<file path="config.mk">
export PLATFORM = sky130hd
export DESIGN_NAME = gpi_irq_status
export DESIGN_NICKNAME = d
export VERILOG_FILES = /design/src/rtl/gpi_pkg.sv /design/src/rtl/gpi_pin_detect.sv /design/src/rtl/gpi_irq_status.sv
export SDC_FILE = /design/constraint.sdc
export NUM_CORES = 1
export LEC_CHECK = 0
export CAP_MARGIN = 40
export CORE_ASPECT_RATIO = 0.7
export CORE_MARGIN = 2
export CORE_UTILIZATION = 65
export CTS_CLUSTER_DIAMETER = 40
export DETAILED_ROUTE_END_ITERATION = 12
export DONT_BUFFER_PORTS = 1
export PLACE_DENSITY = 0.88
export SLEW_MARGIN = 30
export SYNTH_ARGS = -nofsm -noshare
export SYNTH_HDL_FRONTEND = slang
export SYNTH_HIERARCHICAL = 1
export SYNTH_SLANG_ARGS = --single-unit
</file>
<file path="constraint.sdc">
create_clock -name clk_sys -period 4 [get_ports clk_sys]
set_input_delay 0.4 -clock clk_sys [delete_from_list [all_inputs] [get_ports clk_sys]]
set_output_delay 0.4 -clock clk_sys [all_outputs]
set_load 0.03 [all_outputs]
</file>
<file path="src/rtl/gpi_pkg.sv">
// Package for the pin interrupt status block: register offsets, widths,
// reset values and the register port data width.
// Assumes an 8-bit register command interpreter in front of the block.
package gpi_pkg;

  // Register port widths
  localparam int unsigned ADDR_W = 8;
  localparam int unsigned DATA_W = 8;

  // Pin group widths
  localparam int unsigned COL_PINS = 8;
  localparam int unsigned RLO_PINS = 8;
  localparam int unsigned RHI_PINS = 4;

  // Register offsets
  localparam logic [ADDR_W-1:0] OFS_COL_IRQ_ENABLE         = 8'hD2;
  localparam logic [ADDR_W-1:0] OFS_ROW_LOW_IRQ_ENABLE     = 8'hD3;
  localparam logic [ADDR_W-1:0] OFS_ROW_HIGH_IRQ_ENABLE    = 8'hD4;
  localparam logic [ADDR_W-1:0] OFS_COL_RAW_IRQ_STATUS     = 8'hD6;
  localparam logic [ADDR_W-1:0] OFS_ROW_LOW_RAW_STATUS     = 8'hD7;
  localparam logic [ADDR_W-1:0] OFS_ROW_HIGH_RAW_STATUS    = 8'hD8;
  localparam logic [ADDR_W-1:0] OFS_COL_MASKED_STATUS      = 8'hD9;
  localparam logic [ADDR_W-1:0] OFS_ROW_LOW_MASKED_STATUS  = 8'hDA;
  localparam logic [ADDR_W-1:0] OFS_ROW_HIGH_MASKED_STATUS = 8'hDB;
  localparam logic [ADDR_W-1:0] OFS_COL_IRQ_CLEAR          = 8'hDC;
  localparam logic [ADDR_W-1:0] OFS_ROW_LOW_IRQ_CLEAR      = 8'hDD;
  localparam logic [ADDR_W-1:0] OFS_ROW_HIGH_IRQ_CLEAR     = 8'hDE;

  // Reset values
  localparam logic [DATA_W-1:0] ENABLE_RST   = 8'h00;
  localparam logic [DATA_W-1:0] RDATA_RST    = 8'h00;
  localparam logic [DATA_W-1:0] UNMAPPED_VAL = 8'h00;
  localparam logic [DATA_W-1:0] POLARITY_RST = 8'hFF;

  // Sense type encoding
  localparam logic SENSE_EDGE  = 1'b0;
  localparam logic SENSE_LEVEL = 1'b1;

endpackage : gpi_pkg

</file>
<file path="src/rtl/gpi_pin_detect.sv">
// One pin's interrupt condition detector and raw status flag.
// Assumes the pin level is synchronous to clk_sys.
`timescale 1ns/100ps
module gpi_pin_detect (
  // Clock, reset, enable
  input  wire logic clk_sys,
  input  wire logic arst_n,
  input  wire logic clk_en,
  // Pin and its configuration
  input  wire logic pin,
  input  wire logic sense_type,
  input  wire logic edge_polarity,
  input  wire logic both_edges,
  // Clear strobe and status
  input  wire logic clear,
  output logic      raw
);

  logic prev_r;
  logic primed_r;
  logic raw_r;
  logic rise;
  logic fall;
  logic edge_hit;
  logic raw_nxt;

  assign rise = primed_r & pin & ~prev_r;
  assign fall = primed_r & ~pin & prev_r;

  always_comb begin
    if (both_edges) begin
      edge_hit = rise | fall;
    end else if (edge_polarity) begin
      edge_hit = rise;
    end else begin
      edge_hit = fall;
    end
  end

  always_comb begin
    if (sense_type == gpi_pkg::SENSE_LEVEL) begin
      raw_nxt = (pin == edge_polarity);
    end else begin
      // New edge beats a clear in the same cycle
      raw_nxt = edge_hit | (raw_r & ~clear);
    end
  end

  // Previous pin level; first cycle only primes it
  always_ff @(posedge clk_sys or negedge arst_n) begin
    if (!arst_n) begin
      prev_r   <= 1'b0;
      primed_r <= 1'b0;
    end else if (clk_en) begin
      prev_r   <= pin;
      primed_r <= 1'b1;
    end
  end

  // Raw status flag
  always_ff @(posedge clk_sys or negedge arst_n) begin
    if (!arst_n) begin
      raw_r <= 1'b0;
    end else if (clk_en) begin
      raw_r <= raw_nxt;
    end
  end

  assign raw = raw_r;

endmodule : gpi_pin_detect

</file>
<file path="src/rtl/gpi_irq_status.sv">
// Pin interrupt enable, raw status, masked status and clear registers
// for the column, low row and high row pin groups.
// Assumes a byte-wide register port from the serial slave's command
// interpreter and pin levels synchronous to clk_sys.
`timescale 1ns/100ps

module gpi_irq_status #(
  parameter int unsigned COL_W = gpi_pkg::COL_PINS,
  parameter int unsigned RLO_W = gpi_pkg::RLO_PINS,
  parameter int unsigned RHI_W = gpi_pkg::RHI_PINS
) (
  // Clock, reset, enable
  input  wire logic                        clk_sys,
  input  wire logic                        arst_n,
  input  wire logic                        clk_en,
  // Pin levels
  input  wire logic [COL_W-1:0]            column_pins,
  input  wire logic [RLO_W-1:0]            row_pins_low,
  input  wire logic [RHI_W-1:0]            row_pins_high,
  // Per pin sense configuration, column / low row / high row concatenated
  input  wire logic [COL_W+RLO_W+RHI_W-1:0] sense_type_setting,
  input  wire logic [COL_W+RLO_W+RHI_W-1:0] edge_polarity_setting,
  input  wire logic [COL_W+RLO_W+RHI_W-1:0] both_edges_setting,
  // Register port
  input  wire logic [gpi_pkg::ADDR_W-1:0]  reg_addr,
  input  wire logic                        reg_wr,
  input  wire logic [gpi_pkg::DATA_W-1:0]  reg_wdata,
  input  wire logic                        reg_rd,
  output logic      [gpi_pkg::DATA_W-1:0]  reg_rdata,
  output logic                             reg_rvalid,
  // Host interrupt request
  output logic                             host_irq
);

  localparam int unsigned NPIN = COL_W + RLO_W + RHI_W;
  localparam int unsigned DW   = gpi_pkg::DATA_W;

  // Each group must fit one register byte
  if (COL_W < 1 || COL_W > DW) begin : g_bad_col_w
    $error("Column group width must lie between 1 and the register width");
  end
  if (RLO_W < 1 || RLO_W > DW) begin : g_bad_rlo_w
    $error("Low row group width must lie between 1 and the register width");
  end
  if (RHI_W < 1 || RHI_W > DW) begin : g_bad_rhi_w
    $error("High row group width must lie between 1 and the register width");
  end

  // Enable registers
  logic [COL_W-1:0] column_enable_bits_r;
  logic [RLO_W-1:0] row_low_enable_bits_r;
  logic [RHI_W-1:0] row_high_enable_bits_r;

  // Status
  logic [NPIN-1:0]  pins_all;
  logic [NPIN-1:0]  clear_all;
  logic [NPIN-1:0]  raw_all;
  logic [NPIN-1:0]  enable_all;
  logic [NPIN-1:0]  masked_all;

  logic [COL_W-1:0] column_raw_bits;
  logic [RLO_W-1:0] row_low_raw_bits;
  logic [RHI_W-1:0] row_high_raw_bits;
  logic [COL_W-1:0] column_masked_bits;
  logic [RLO_W-1:0] row_low_masked_bits;
  logic [RHI_W-1:0] row_high_masked_bits;

  // Clear strobes
  logic [COL_W-1:0] column_clear_bits;
  logic [RLO_W-1:0] row_low_clear_bits;
  logic [RHI_W-1:0] row_high_clear_bits;

  // Read path
  logic [DW-1:0]    rdata_r;
  logic [DW-1:0]    rdata_nxt;
  logic             rvalid_r;
  logic             irq_r;

  logic             wr_go;
  logic             rd_go;

  assign wr_go = clk_en & reg_wr;
  assign rd_go = clk_en & reg_rd;

  // Register address decode, one hit per mapped offset
  logic             hit_col_enable;
  logic             hit_rlo_enable;
  logic             hit_rhi_enable;
  logic             hit_col_raw;
  logic             hit_rlo_raw;
  logic             hit_rhi_raw;
  logic             hit_col_masked;
  logic             hit_rlo_masked;
  logic             hit_rhi_masked;
  logic             hit_col_clear;
  logic             hit_rlo_clear;
  logic             hit_rhi_clear;

  assign hit_col_enable = (reg_addr == gpi_pkg::OFS_COL_IRQ_ENABLE);
  assign hit_rlo_enable = (reg_addr == gpi_pkg::OFS_ROW_LOW_IRQ_ENABLE);
  assign hit_rhi_enable = (reg_addr == gpi_pkg::OFS_ROW_HIGH_IRQ_ENABLE);
  assign hit_col_raw    = (reg_addr == gpi_pkg::OFS_COL_RAW_IRQ_STATUS);
  assign hit_rlo_raw    = (reg_addr == gpi_pkg::OFS_ROW_LOW_RAW_STATUS);
  assign hit_rhi_raw    = (reg_addr == gpi_pkg::OFS_ROW_HIGH_RAW_STATUS);
  assign hit_col_masked = (reg_addr == gpi_pkg::OFS_COL_MASKED_STATUS);
  assign hit_rlo_masked = (reg_addr == gpi_pkg::OFS_ROW_LOW_MASKED_STATUS);
  assign hit_rhi_masked = (reg_addr == gpi_pkg::OFS_ROW_HIGH_MASKED_STATUS);
  // Clear offsets are write only; a read of them falls to the zero default
  assign hit_col_clear  = (reg_addr == gpi_pkg::OFS_COL_IRQ_CLEAR);
  assign hit_rlo_clear  = (reg_addr == gpi_pkg::OFS_ROW_LOW_IRQ_CLEAR);
  assign hit_rhi_clear  = (reg_addr == gpi_pkg::OFS_ROW_HIGH_IRQ_CLEAR);

  // Write strobes; writes to read-only offsets match none and are dropped
  logic             wr_col_enable;
  logic             wr_rlo_enable;
  logic             wr_rhi_enable;
  logic             wr_col_clear;
  logic             wr_rlo_clear;
  logic             wr_rhi_clear;

  assign wr_col_enable = wr_go & hit_col_enable;
  assign wr_rlo_enable = wr_go & hit_rlo_enable;
  assign wr_rhi_enable = wr_go & hit_rhi_enable;
  assign wr_col_clear  = wr_go & hit_col_clear;
  assign wr_rlo_clear  = wr_go & hit_rlo_clear;
  assign wr_rhi_clear  = wr_go & hit_rhi_clear;

  // Column enable register
  always_ff @(posedge clk_sys or negedge arst_n) begin
    if (!arst_n) begin
      column_enable_bits_r <= gpi_pkg::ENABLE_RST[COL_W-1:0];
    end else if (wr_col_enable) begin
      column_enable_bits_r <= reg_wdata[COL_W-1:0];
    end
  end

  // Low row enable register
  always_ff @(posedge clk_sys or negedge arst_n) begin
    if (!arst_n) begin
      row_low_enable_bits_r <= gpi_pkg::ENABLE_RST[RLO_W-1:0];
    end else if (wr_rlo_enable) begin
      row_low_enable_bits_r <= reg_wdata[RLO_W-1:0];
    end
  end

  // High row enable register; unused high bits are dropped
  always_ff @(posedge clk_sys or negedge arst_n) begin
    if (!arst_n) begin
      row_high_enable_bits_r <= gpi_pkg::ENABLE_RST[RHI_W-1:0];
    end else if (wr_rhi_enable) begin
      row_high_enable_bits_r <= reg_wdata[RHI_W-1:0];
    end
  end

  // One-cycle clear strobes from writes to the clear registers
  always_comb begin
    column_clear_bits   = '0;
    row_low_clear_bits  = '0;
    row_high_clear_bits = '0;
    if (wr_col_clear) begin
      column_clear_bits = reg_wdata[COL_W-1:0];
    end
    if (wr_rlo_clear) begin
      row_low_clear_bits = reg_wdata[RLO_W-1:0];
    end
    if (wr_rhi_clear) begin
      row_high_clear_bits = reg_wdata[RHI_W-1:0];
    end
  end

  assign pins_all   = {row_pins_high, row_pins_low, column_pins};
  assign clear_all  = {row_high_clear_bits, row_low_clear_bits, column_clear_bits};
  assign enable_all = {row_high_enable_bits_r, row_low_enable_bits_r, column_enable_bits_r};

  // Per pin detectors
  genvar gi;
  generate
    for (gi = 0; gi < NPIN; gi++) begin : g_pin
      gpi_pin_detect u_det (
        .clk_sys       (clk_sys),
        .arst_n        (arst_n),
        .clk_en        (clk_en),
        .pin           (pins_all[gi]),
        .sense_type    (sense_type_setting[gi]),
        .edge_polarity (edge_polarity_setting[gi]),
        .both_edges    (both_edges_setting[gi]),
        .clear         (clear_all[gi]),
        .raw           (raw_all[gi])
      );
    end
  endgenerate

  assign masked_all = raw_all & enable_all;

  assign column_raw_bits      = raw_all[COL_W-1:0];
  assign row_low_raw_bits     = raw_all[COL_W+RLO_W-1:COL_W];
  assign row_high_raw_bits    = raw_all[NPIN-1:COL_W+RLO_W];
  assign column_masked_bits   = masked_all[COL_W-1:0];
  assign row_low_masked_bits  = masked_all[COL_W+RLO_W-1:COL_W];
  assign row_high_masked_bits = masked_all[NPIN-1:COL_W+RLO_W];

  // Readback words; zero-extension keeps the reserved high bits at zero
  logic [DW-1:0]    col_enable_word;
  logic [DW-1:0]    rlo_enable_word;
  logic [DW-1:0]    rhi_enable_word;
  logic [DW-1:0]    col_raw_word;
  logic [DW-1:0]    rlo_raw_word;
  logic [DW-1:0]    rhi_raw_word;
  logic [DW-1:0]    col_masked_word;
  logic [DW-1:0]    rlo_masked_word;
  logic [DW-1:0]    rhi_masked_word;

  assign col_enable_word = DW'(column_enable_bits_r);
  assign rlo_enable_word = DW'(row_low_enable_bits_r);
  assign rhi_enable_word = DW'(row_high_enable_bits_r);
  assign col_raw_word    = DW'(column_raw_bits);
  assign rlo_raw_word    = DW'(row_low_raw_bits);
  assign rhi_raw_word    = DW'(row_high_raw_bits);
  assign col_masked_word = DW'(column_masked_bits);
  assign rlo_masked_word = DW'(row_low_masked_bits);
  assign rhi_masked_word = DW'(row_high_masked_bits);

  // Per group pending summaries
  // Summarised per group so the request has a shallow OR tree
  logic             col_pending;
  logic             rlo_pending;
  logic             rhi_pending;

  assign col_pending = |column_masked_bits;
  assign rlo_pending = |row_low_masked_bits;
  assign rhi_pending = |row_high_masked_bits;

  // Read mux; unused high bits and unmapped offsets read zero
  always_comb begin
    rdata_nxt = gpi_pkg::UNMAPPED_VAL;
    unique case (1'b1)
      hit_col_enable: rdata_nxt = col_enable_word;
      hit_rlo_enable: rdata_nxt = rlo_enable_word;
      hit_rhi_enable: rdata_nxt = rhi_enable_word;
      hit_col_raw:    rdata_nxt = col_raw_word;
      hit_rlo_raw:    rdata_nxt = rlo_raw_word;
      hit_rhi_raw:    rdata_nxt = rhi_raw_word;
      hit_col_masked: rdata_nxt = col_masked_word;
      hit_rlo_masked: rdata_nxt = rlo_masked_word;
      hit_rhi_masked: rdata_nxt = rhi_masked_word;
      default:        rdata_nxt = gpi_pkg::UNMAPPED_VAL;
    endcase
  end

  // Read data capture
  always_ff @(posedge clk_sys or negedge arst_n) begin
    if (!arst_n) begin
      rdata_r <= gpi_pkg::RDATA_RST;
    end else if (rd_go) begin
      rdata_r <= rdata_nxt;
    end
  end

  // Read valid pulse
  always_ff @(posedge clk_sys or negedge arst_n) begin
    if (!arst_n) begin
      rvalid_r <= 1'b0;
    end else if (clk_en) begin
      rvalid_r <= reg_rd;
    end
  end

  // Host interrupt request
  always_ff @(posedge clk_sys or negedge arst_n) begin
    if (!arst_n) begin
      irq_r <= 1'b0;
    end else if (clk_en) begin
      irq_r <= col_pending | rlo_pending | rhi_pending;
    end
  end

  assign reg_rdata  = rdata_r;
  assign reg_rvalid = rvalid_r;
  assign host_irq   = irq_r;

endmodule : gpi_irq_status

</file>
**After elaboration in Yosys (flattened, before gate mapping)**

Index checks and enable logic that the tools add are counted.

- Equality and inequality tests: 32
- Mux-type cells: 64
- Bitwise gates (word level): 211
- Reductions and logical operators: 3

Operators by type and width:

| kind | number |
|---|---|
| $and 1x1->1 | 108 |
| $eq 8x8->1 const B | 12 |
| $pmux 8 s9 | 1 |
| $mux 1 | 60 |
| $not 1->1 | 60 |
| $or 1x1->1 | 42 |
| $and 20x20->20 | 1 |
| $eq 1x1->1 | 20 |
| $mux 8 | 2 |
| $reduce_or 8->1 | 2 |
| $mux 4 | 1 |
| $reduce_or 4->1 | 1 |

- Flip-flop bits (word level): 71
- Input bits: 101
- Output and inout port bits: 10
- Logic and storage cells: 357

**Logic depth before layout (Yosys ltp)**

- Word-level depth: 7
- Depth in mapped cells: 9
- Gate-level depth less buffers: 8

**Hierarchy**

Netlist, hierarchy kept.

Modules (own cells, without submodules):

| module | instances | cells each | area each (µm²) | seq. area each (µm²) |
|---|---|---|---|---|
| gpi_pin_detect | 20 | 15 | 161.4 | 75.1 |
| gpi_irq_status | 1 | 206 | 2,030.7 | 750.7 |

**Worst setup path after synthesis**

OpenSTA, ideal clock, no wires.

- Path type: input to register
- Start point: input clk_en
- End point: register g_pin[0].u_det.raw_r
- Setup time: 0.125 ns
- Arrival: 1.690 ns
- Required time: 3.875 ns
- Path slack: 2.185 ns
- Stages on the path: 9
- Buffers on the path: 1
- Cell sequence: buf_2 -> and4_1 -> nand2_1 -> nor3_1 -> and2_1 -> inv_1 -> a21oi_1 -> o21a_1 -> o31ai_2

- Cells in the longest elaborated chain, start to end: 7

Ends and longest elaborated chain:

| what | RTL line | RTL |
|---|---|---|
| start: declaration | gpi_irq_status.sv:15 | `input wire logic clk_en,` |
| $and 1x1->1 | gpi_irq_status.sv:82 | `assign wr_go = clk_en & reg_wr;` |
| $and 1x1->1 | gpi_irq_status.sv:124 | `assign wr_col_clear = wr_go & hit_col_clear;` |
| $mux 8 | gpi_irq_status.sv:160 | `if (wr_col_clear) begin` |
| via column_clear_bits[0] | gpi_irq_status.sv:69 | `logic [COL_W-1:0] column_clear_bits;` |
| $not 1->1 | gpi_pin_detect.sv:45 | `raw_nxt = edge_hit \| (raw_r & ~clear);` |
| $and 1x1->1 | gpi_pin_detect.sv:45 |  |
| $or 1x1->1 | gpi_pin_detect.sv:45 |  |
| $mux 1 | gpi_pin_detect.sv:41 | `if (sense_type == gpi_pkg::SENSE_LEVEL) begin` |
| end signal: assignment | gpi_pin_detect.sv:65 | `raw_r <= raw_nxt;` |
| end: declaration | gpi_pin_detect.sv:21 | `logic raw_r;` |

The timed path passes the listed nets, and every way through them passes these cells.
A chain may end at the register's enable or synchronous reset.

**Worst setup path in the final report**

- Start point: register g_pin[18].u_det.raw_r
- End point: register irq_r (netlist: host_irq)

- Cells in the longest elaborated chain, start to end: 3

Ends and longest elaborated chain:

| what | RTL line | RTL |
|---|---|---|
| start: declaration | gpi_pin_detect.sv:21 |  |
| start signal: assignment | gpi_pin_detect.sv:65 |  |
| $and 20x20->20 | gpi_irq_status.sv:193 | `assign masked_all = raw_all & enable_all;` |
| $reduce_or 4->1 | gpi_irq_status.sv:231 | `assign rhi_pending = \|row_high_masked_bits;` |
| $or 1x1->1 | gpi_irq_status.sv:273 | `irq_r <= col_pending \| rlo_pending \| rhi_pending;` |
| end signal: assignment | gpi_irq_status.sv:273 |  |
| end: declaration | gpi_irq_status.sv:77 | `logic irq_r;` |

No other way between the ends.

==> metrics <==
status completed; height of the die 79.3 µm; first-pass GRT wire length 21.3 mm; chip width ~110 µm; Worst-path clk slew 0.06 ns; dpl cells 599; DRT Wirelength ~13 mm; FFs w/ async S/R, synth between 90% and 100%; hold path depth 1; clock latency on the worst-skew pair ~0.35 ns; gpl congestion 0.951; clock skew 0.00663 ns; post-DR wirelength/cell between 20 and 25 µm; starting density of the core 66.8%; final max-slew violation count 0; Fmax 506 MHz; Core Box Area 7870 µm²; total CTS buffers 9; Sink Count 90; # rows 27; mapped cell area ~5300 µm²; largest net degree at the start of global routing between 90 and 100; Top FF cell, synth dfrtp_1; TritonRoute pass-1 iters 5; CP max FO 5; fin crit share a little under 50%; clock root cell clkbuf_16; r2r endpoint host_irq$_DFFE_PN0P_; # IOs 111; Worst setup EP type flop; CTS tree built; Peak VDD IR 0.422 mV; total congestion overflow 0; pwr dens 406 nW/µm²; most common cell after layout, fill and taps aside dfrtp_1; nets@finish approximately 600; full die area 8840 µm²; vias in the first global route 4193; kind of start point of the critical path flop; number of DRC markers in iteration 0 330; min-delay src clk_en; Post-Place Worst Slack roughly 1.7 ns; final number of setup-violating endpoints 0; WHS Endpoint host_irq$_DFFE_PN0P_; Final Non-Filler Cells 617; DP Wirelength slightly above 9 mm; worst path arrival time roughly 2.2 ns; Ys Warns 6; vias per inst 6.48; origin of the critical flop-to-flop path g_pin[18].u_det/raw$_DFFE_PN0P_; Post-synth EDFFs 0; antenna diode count 0; post-CTS resize count 0; layout cells sized above 1 between 20% and 30%; htree depth 3; Final Hold Fails 0; Via Count 3998; Final Core Density 72.8%; # port buffers 0; Synth Register Bits 90; DRC 0; clk buf depth 2; CP required 4.21 ns; Syn Area/Cell 10.4 µm²; leakage power 2.32 nW; RSZ-0062 raised after global routing no; Fill cells 532; Unique masters post-synth 50; area delta synth->final 8.95%; Overall Global Routing Usage 30.7%; initial antenna violation count 0; hold crit path type primary input to flop; Syn Nets 607; Setup Fix Bufs, Post-CTS 0; Setup TNS 0 ns; max-cap violations 0; Final Worst Setup Slack 2.02 ns; # hold bufs at CTS 2; max_slew headroom a little under half; Seq/Total Area, Yosys 42.8%; Tmin final 1.98 ns; setup slack of the most critical reg-to-reg path between 2 and 2.5 ns; cells after synthesis 506; Worst-Margin Slew 0.786 ns; Routed Antenna Nets 0; Worst R2R Path Depth 5; crit path kind flop to flop; most frequent cells in the layout dfrtp_1, a21oi_1, inv_1
## area by class of cell
class | instances | area (µm²) | area share (%)
clock buffers | 12 | 267 | 4.65
flip-flops and latches | 90 | 2250 | 39.3
inverters | 45 | 169 | 2.95
clock inverters | 4 | 72.6 | 1.27
multi-input cells | 363 | 2810 | 49.0
repair buffers | 2 | 37.5 | 0.655
well taps | 101 | 126 | 2.21
## how the worst max path moves through the flow
stage                                     from                              end  slack (ns)  cells after the start
2_1_floorplan                           clk_en   g_pin[0].u_det/raw$_DFFE_PN0P_        2.18                      9
3_3_place_gp                       reg_addr[5]   g_pin[6].u_det/raw$_DFFE_PN0P_        1.51                      8
3_5_place_dp                       reg_addr[5]  g_pin[10].u_det/raw$_DFFE_PN0P_        1.75                      8
4_1_cts        g_pin[18].u_det/raw$_DFFE_PN0P_             host_irq$_DFFE_PN0P_        2.09                      5
5_1_grt                            reg_addr[5]  g_pin[10].u_det/raw$_DFFE_PN0P_        1.93                      8
6_report       g_pin[18].u_det/raw$_DFFE_PN0P_             host_irq$_DFFE_PN0P_        2.02                      5
## registers in the layout, summed over array words and instances, names as in the netlist
signal and flops:
g_pin.u_det/raw 20, row_high_enable_bits_r 4, g_pin.u_det/prev_r 20, reg_rvalid 1
host_irq 1, reg_rdata 8, col_enable_word 8, rlo_enable_word 8
g_pin.u_det/primed_r 20
## critical path, cell delays in order (launching register included)
cell,delay (ns)
dfrtp_1,0.44
a22o_1,0.26
a221oi_1,0.25
nand4_1,0.19
nor4_1,0.56
a21oi_1,0.14
## cells in the mapped netlist (2+ instances only)
cell | n | area share (%)
xor2_1 | 40 | 6.7
o2111ai_1 | 2 | 0.33
nand2_1 | 21 | 1.5
a21oi_1 | 68 | 6.5
a41oi_1 | 2 | 0.33
nor3_1 | 4 | 0.38
nor2b_1 | 5 | 0.59
and2_1 | 20 | 2.4
a21o_1 | 4 | 0.57
o21ai_0 | 3 | 0.29
o221ai_1 | 2 | 0.33
dfrtp_1 | 90 | 43
o21a_1 | 20 | 2.9
nor2_1 | 4 | 0.29
nand2b_1 | 4 | 0.48
a22o_1 | 11 | 1.8
nand4_1 | 5 | 0.59
mux2_2 | 43 | 9.2
a32oi_1 | 2 | 0.33
clkbuf_1 | 2 | 0.14
or2_2 | 20 | 2.4
nand3_1 | 10 | 0.95
o21ai_2 | 20 | 3.3
o31ai_2 | 20 | 4.8
buf_2 | 4 | 0.38
mux2i_1 | 5 | 0.95
buf_4 | 2 | 0.29
a31oi_1 | 4 | 0.48
a22oi_1 | 4 | 0.57
inv_1 | 45 | 3.2
## cell families after synthesis
| group | after synthesis | synth area share (%) |
|---|---|---|
| compound gates | 169 | 23.7 |
| simple gates | 105 | 12.2 |
| flops | 90 | 42.8 |
| buf+inv | 53 | 4.02 |
| mux | 49 | 10.6 |
| xor+xnor | 40 | 6.66 |
## metal layers
layer  GRT usage (%)  wire [µm]
met2            48.7       5860
met4            8.52        190
met5               0          0
met1            41.0       5450
met3            10.3       1350
## stage by stage
step	power, mW	hold WS (ns)	cell area, µm²
2_1_floorplan	1.31	0.104	5260
3_3_place_gp	1.34	0.107	5340
3_5_place_dp	1.36	0.106	5350
5_1_grt	2.41	0.152	5730
4_1_cts	2.33	0.140	5730
6_report	2.32	0.157	5730
## power breakdown
group | internal (mW) | switching (mW) | leakage (nW)
Sequential | 0.977 | 0.0911 | 1.03
Clock | 0.597 | 0.352 | 0.165
Combinational | 0.155 | 0.152 | 1.13
No activity file was read; power rests on OpenSTA's default activity.
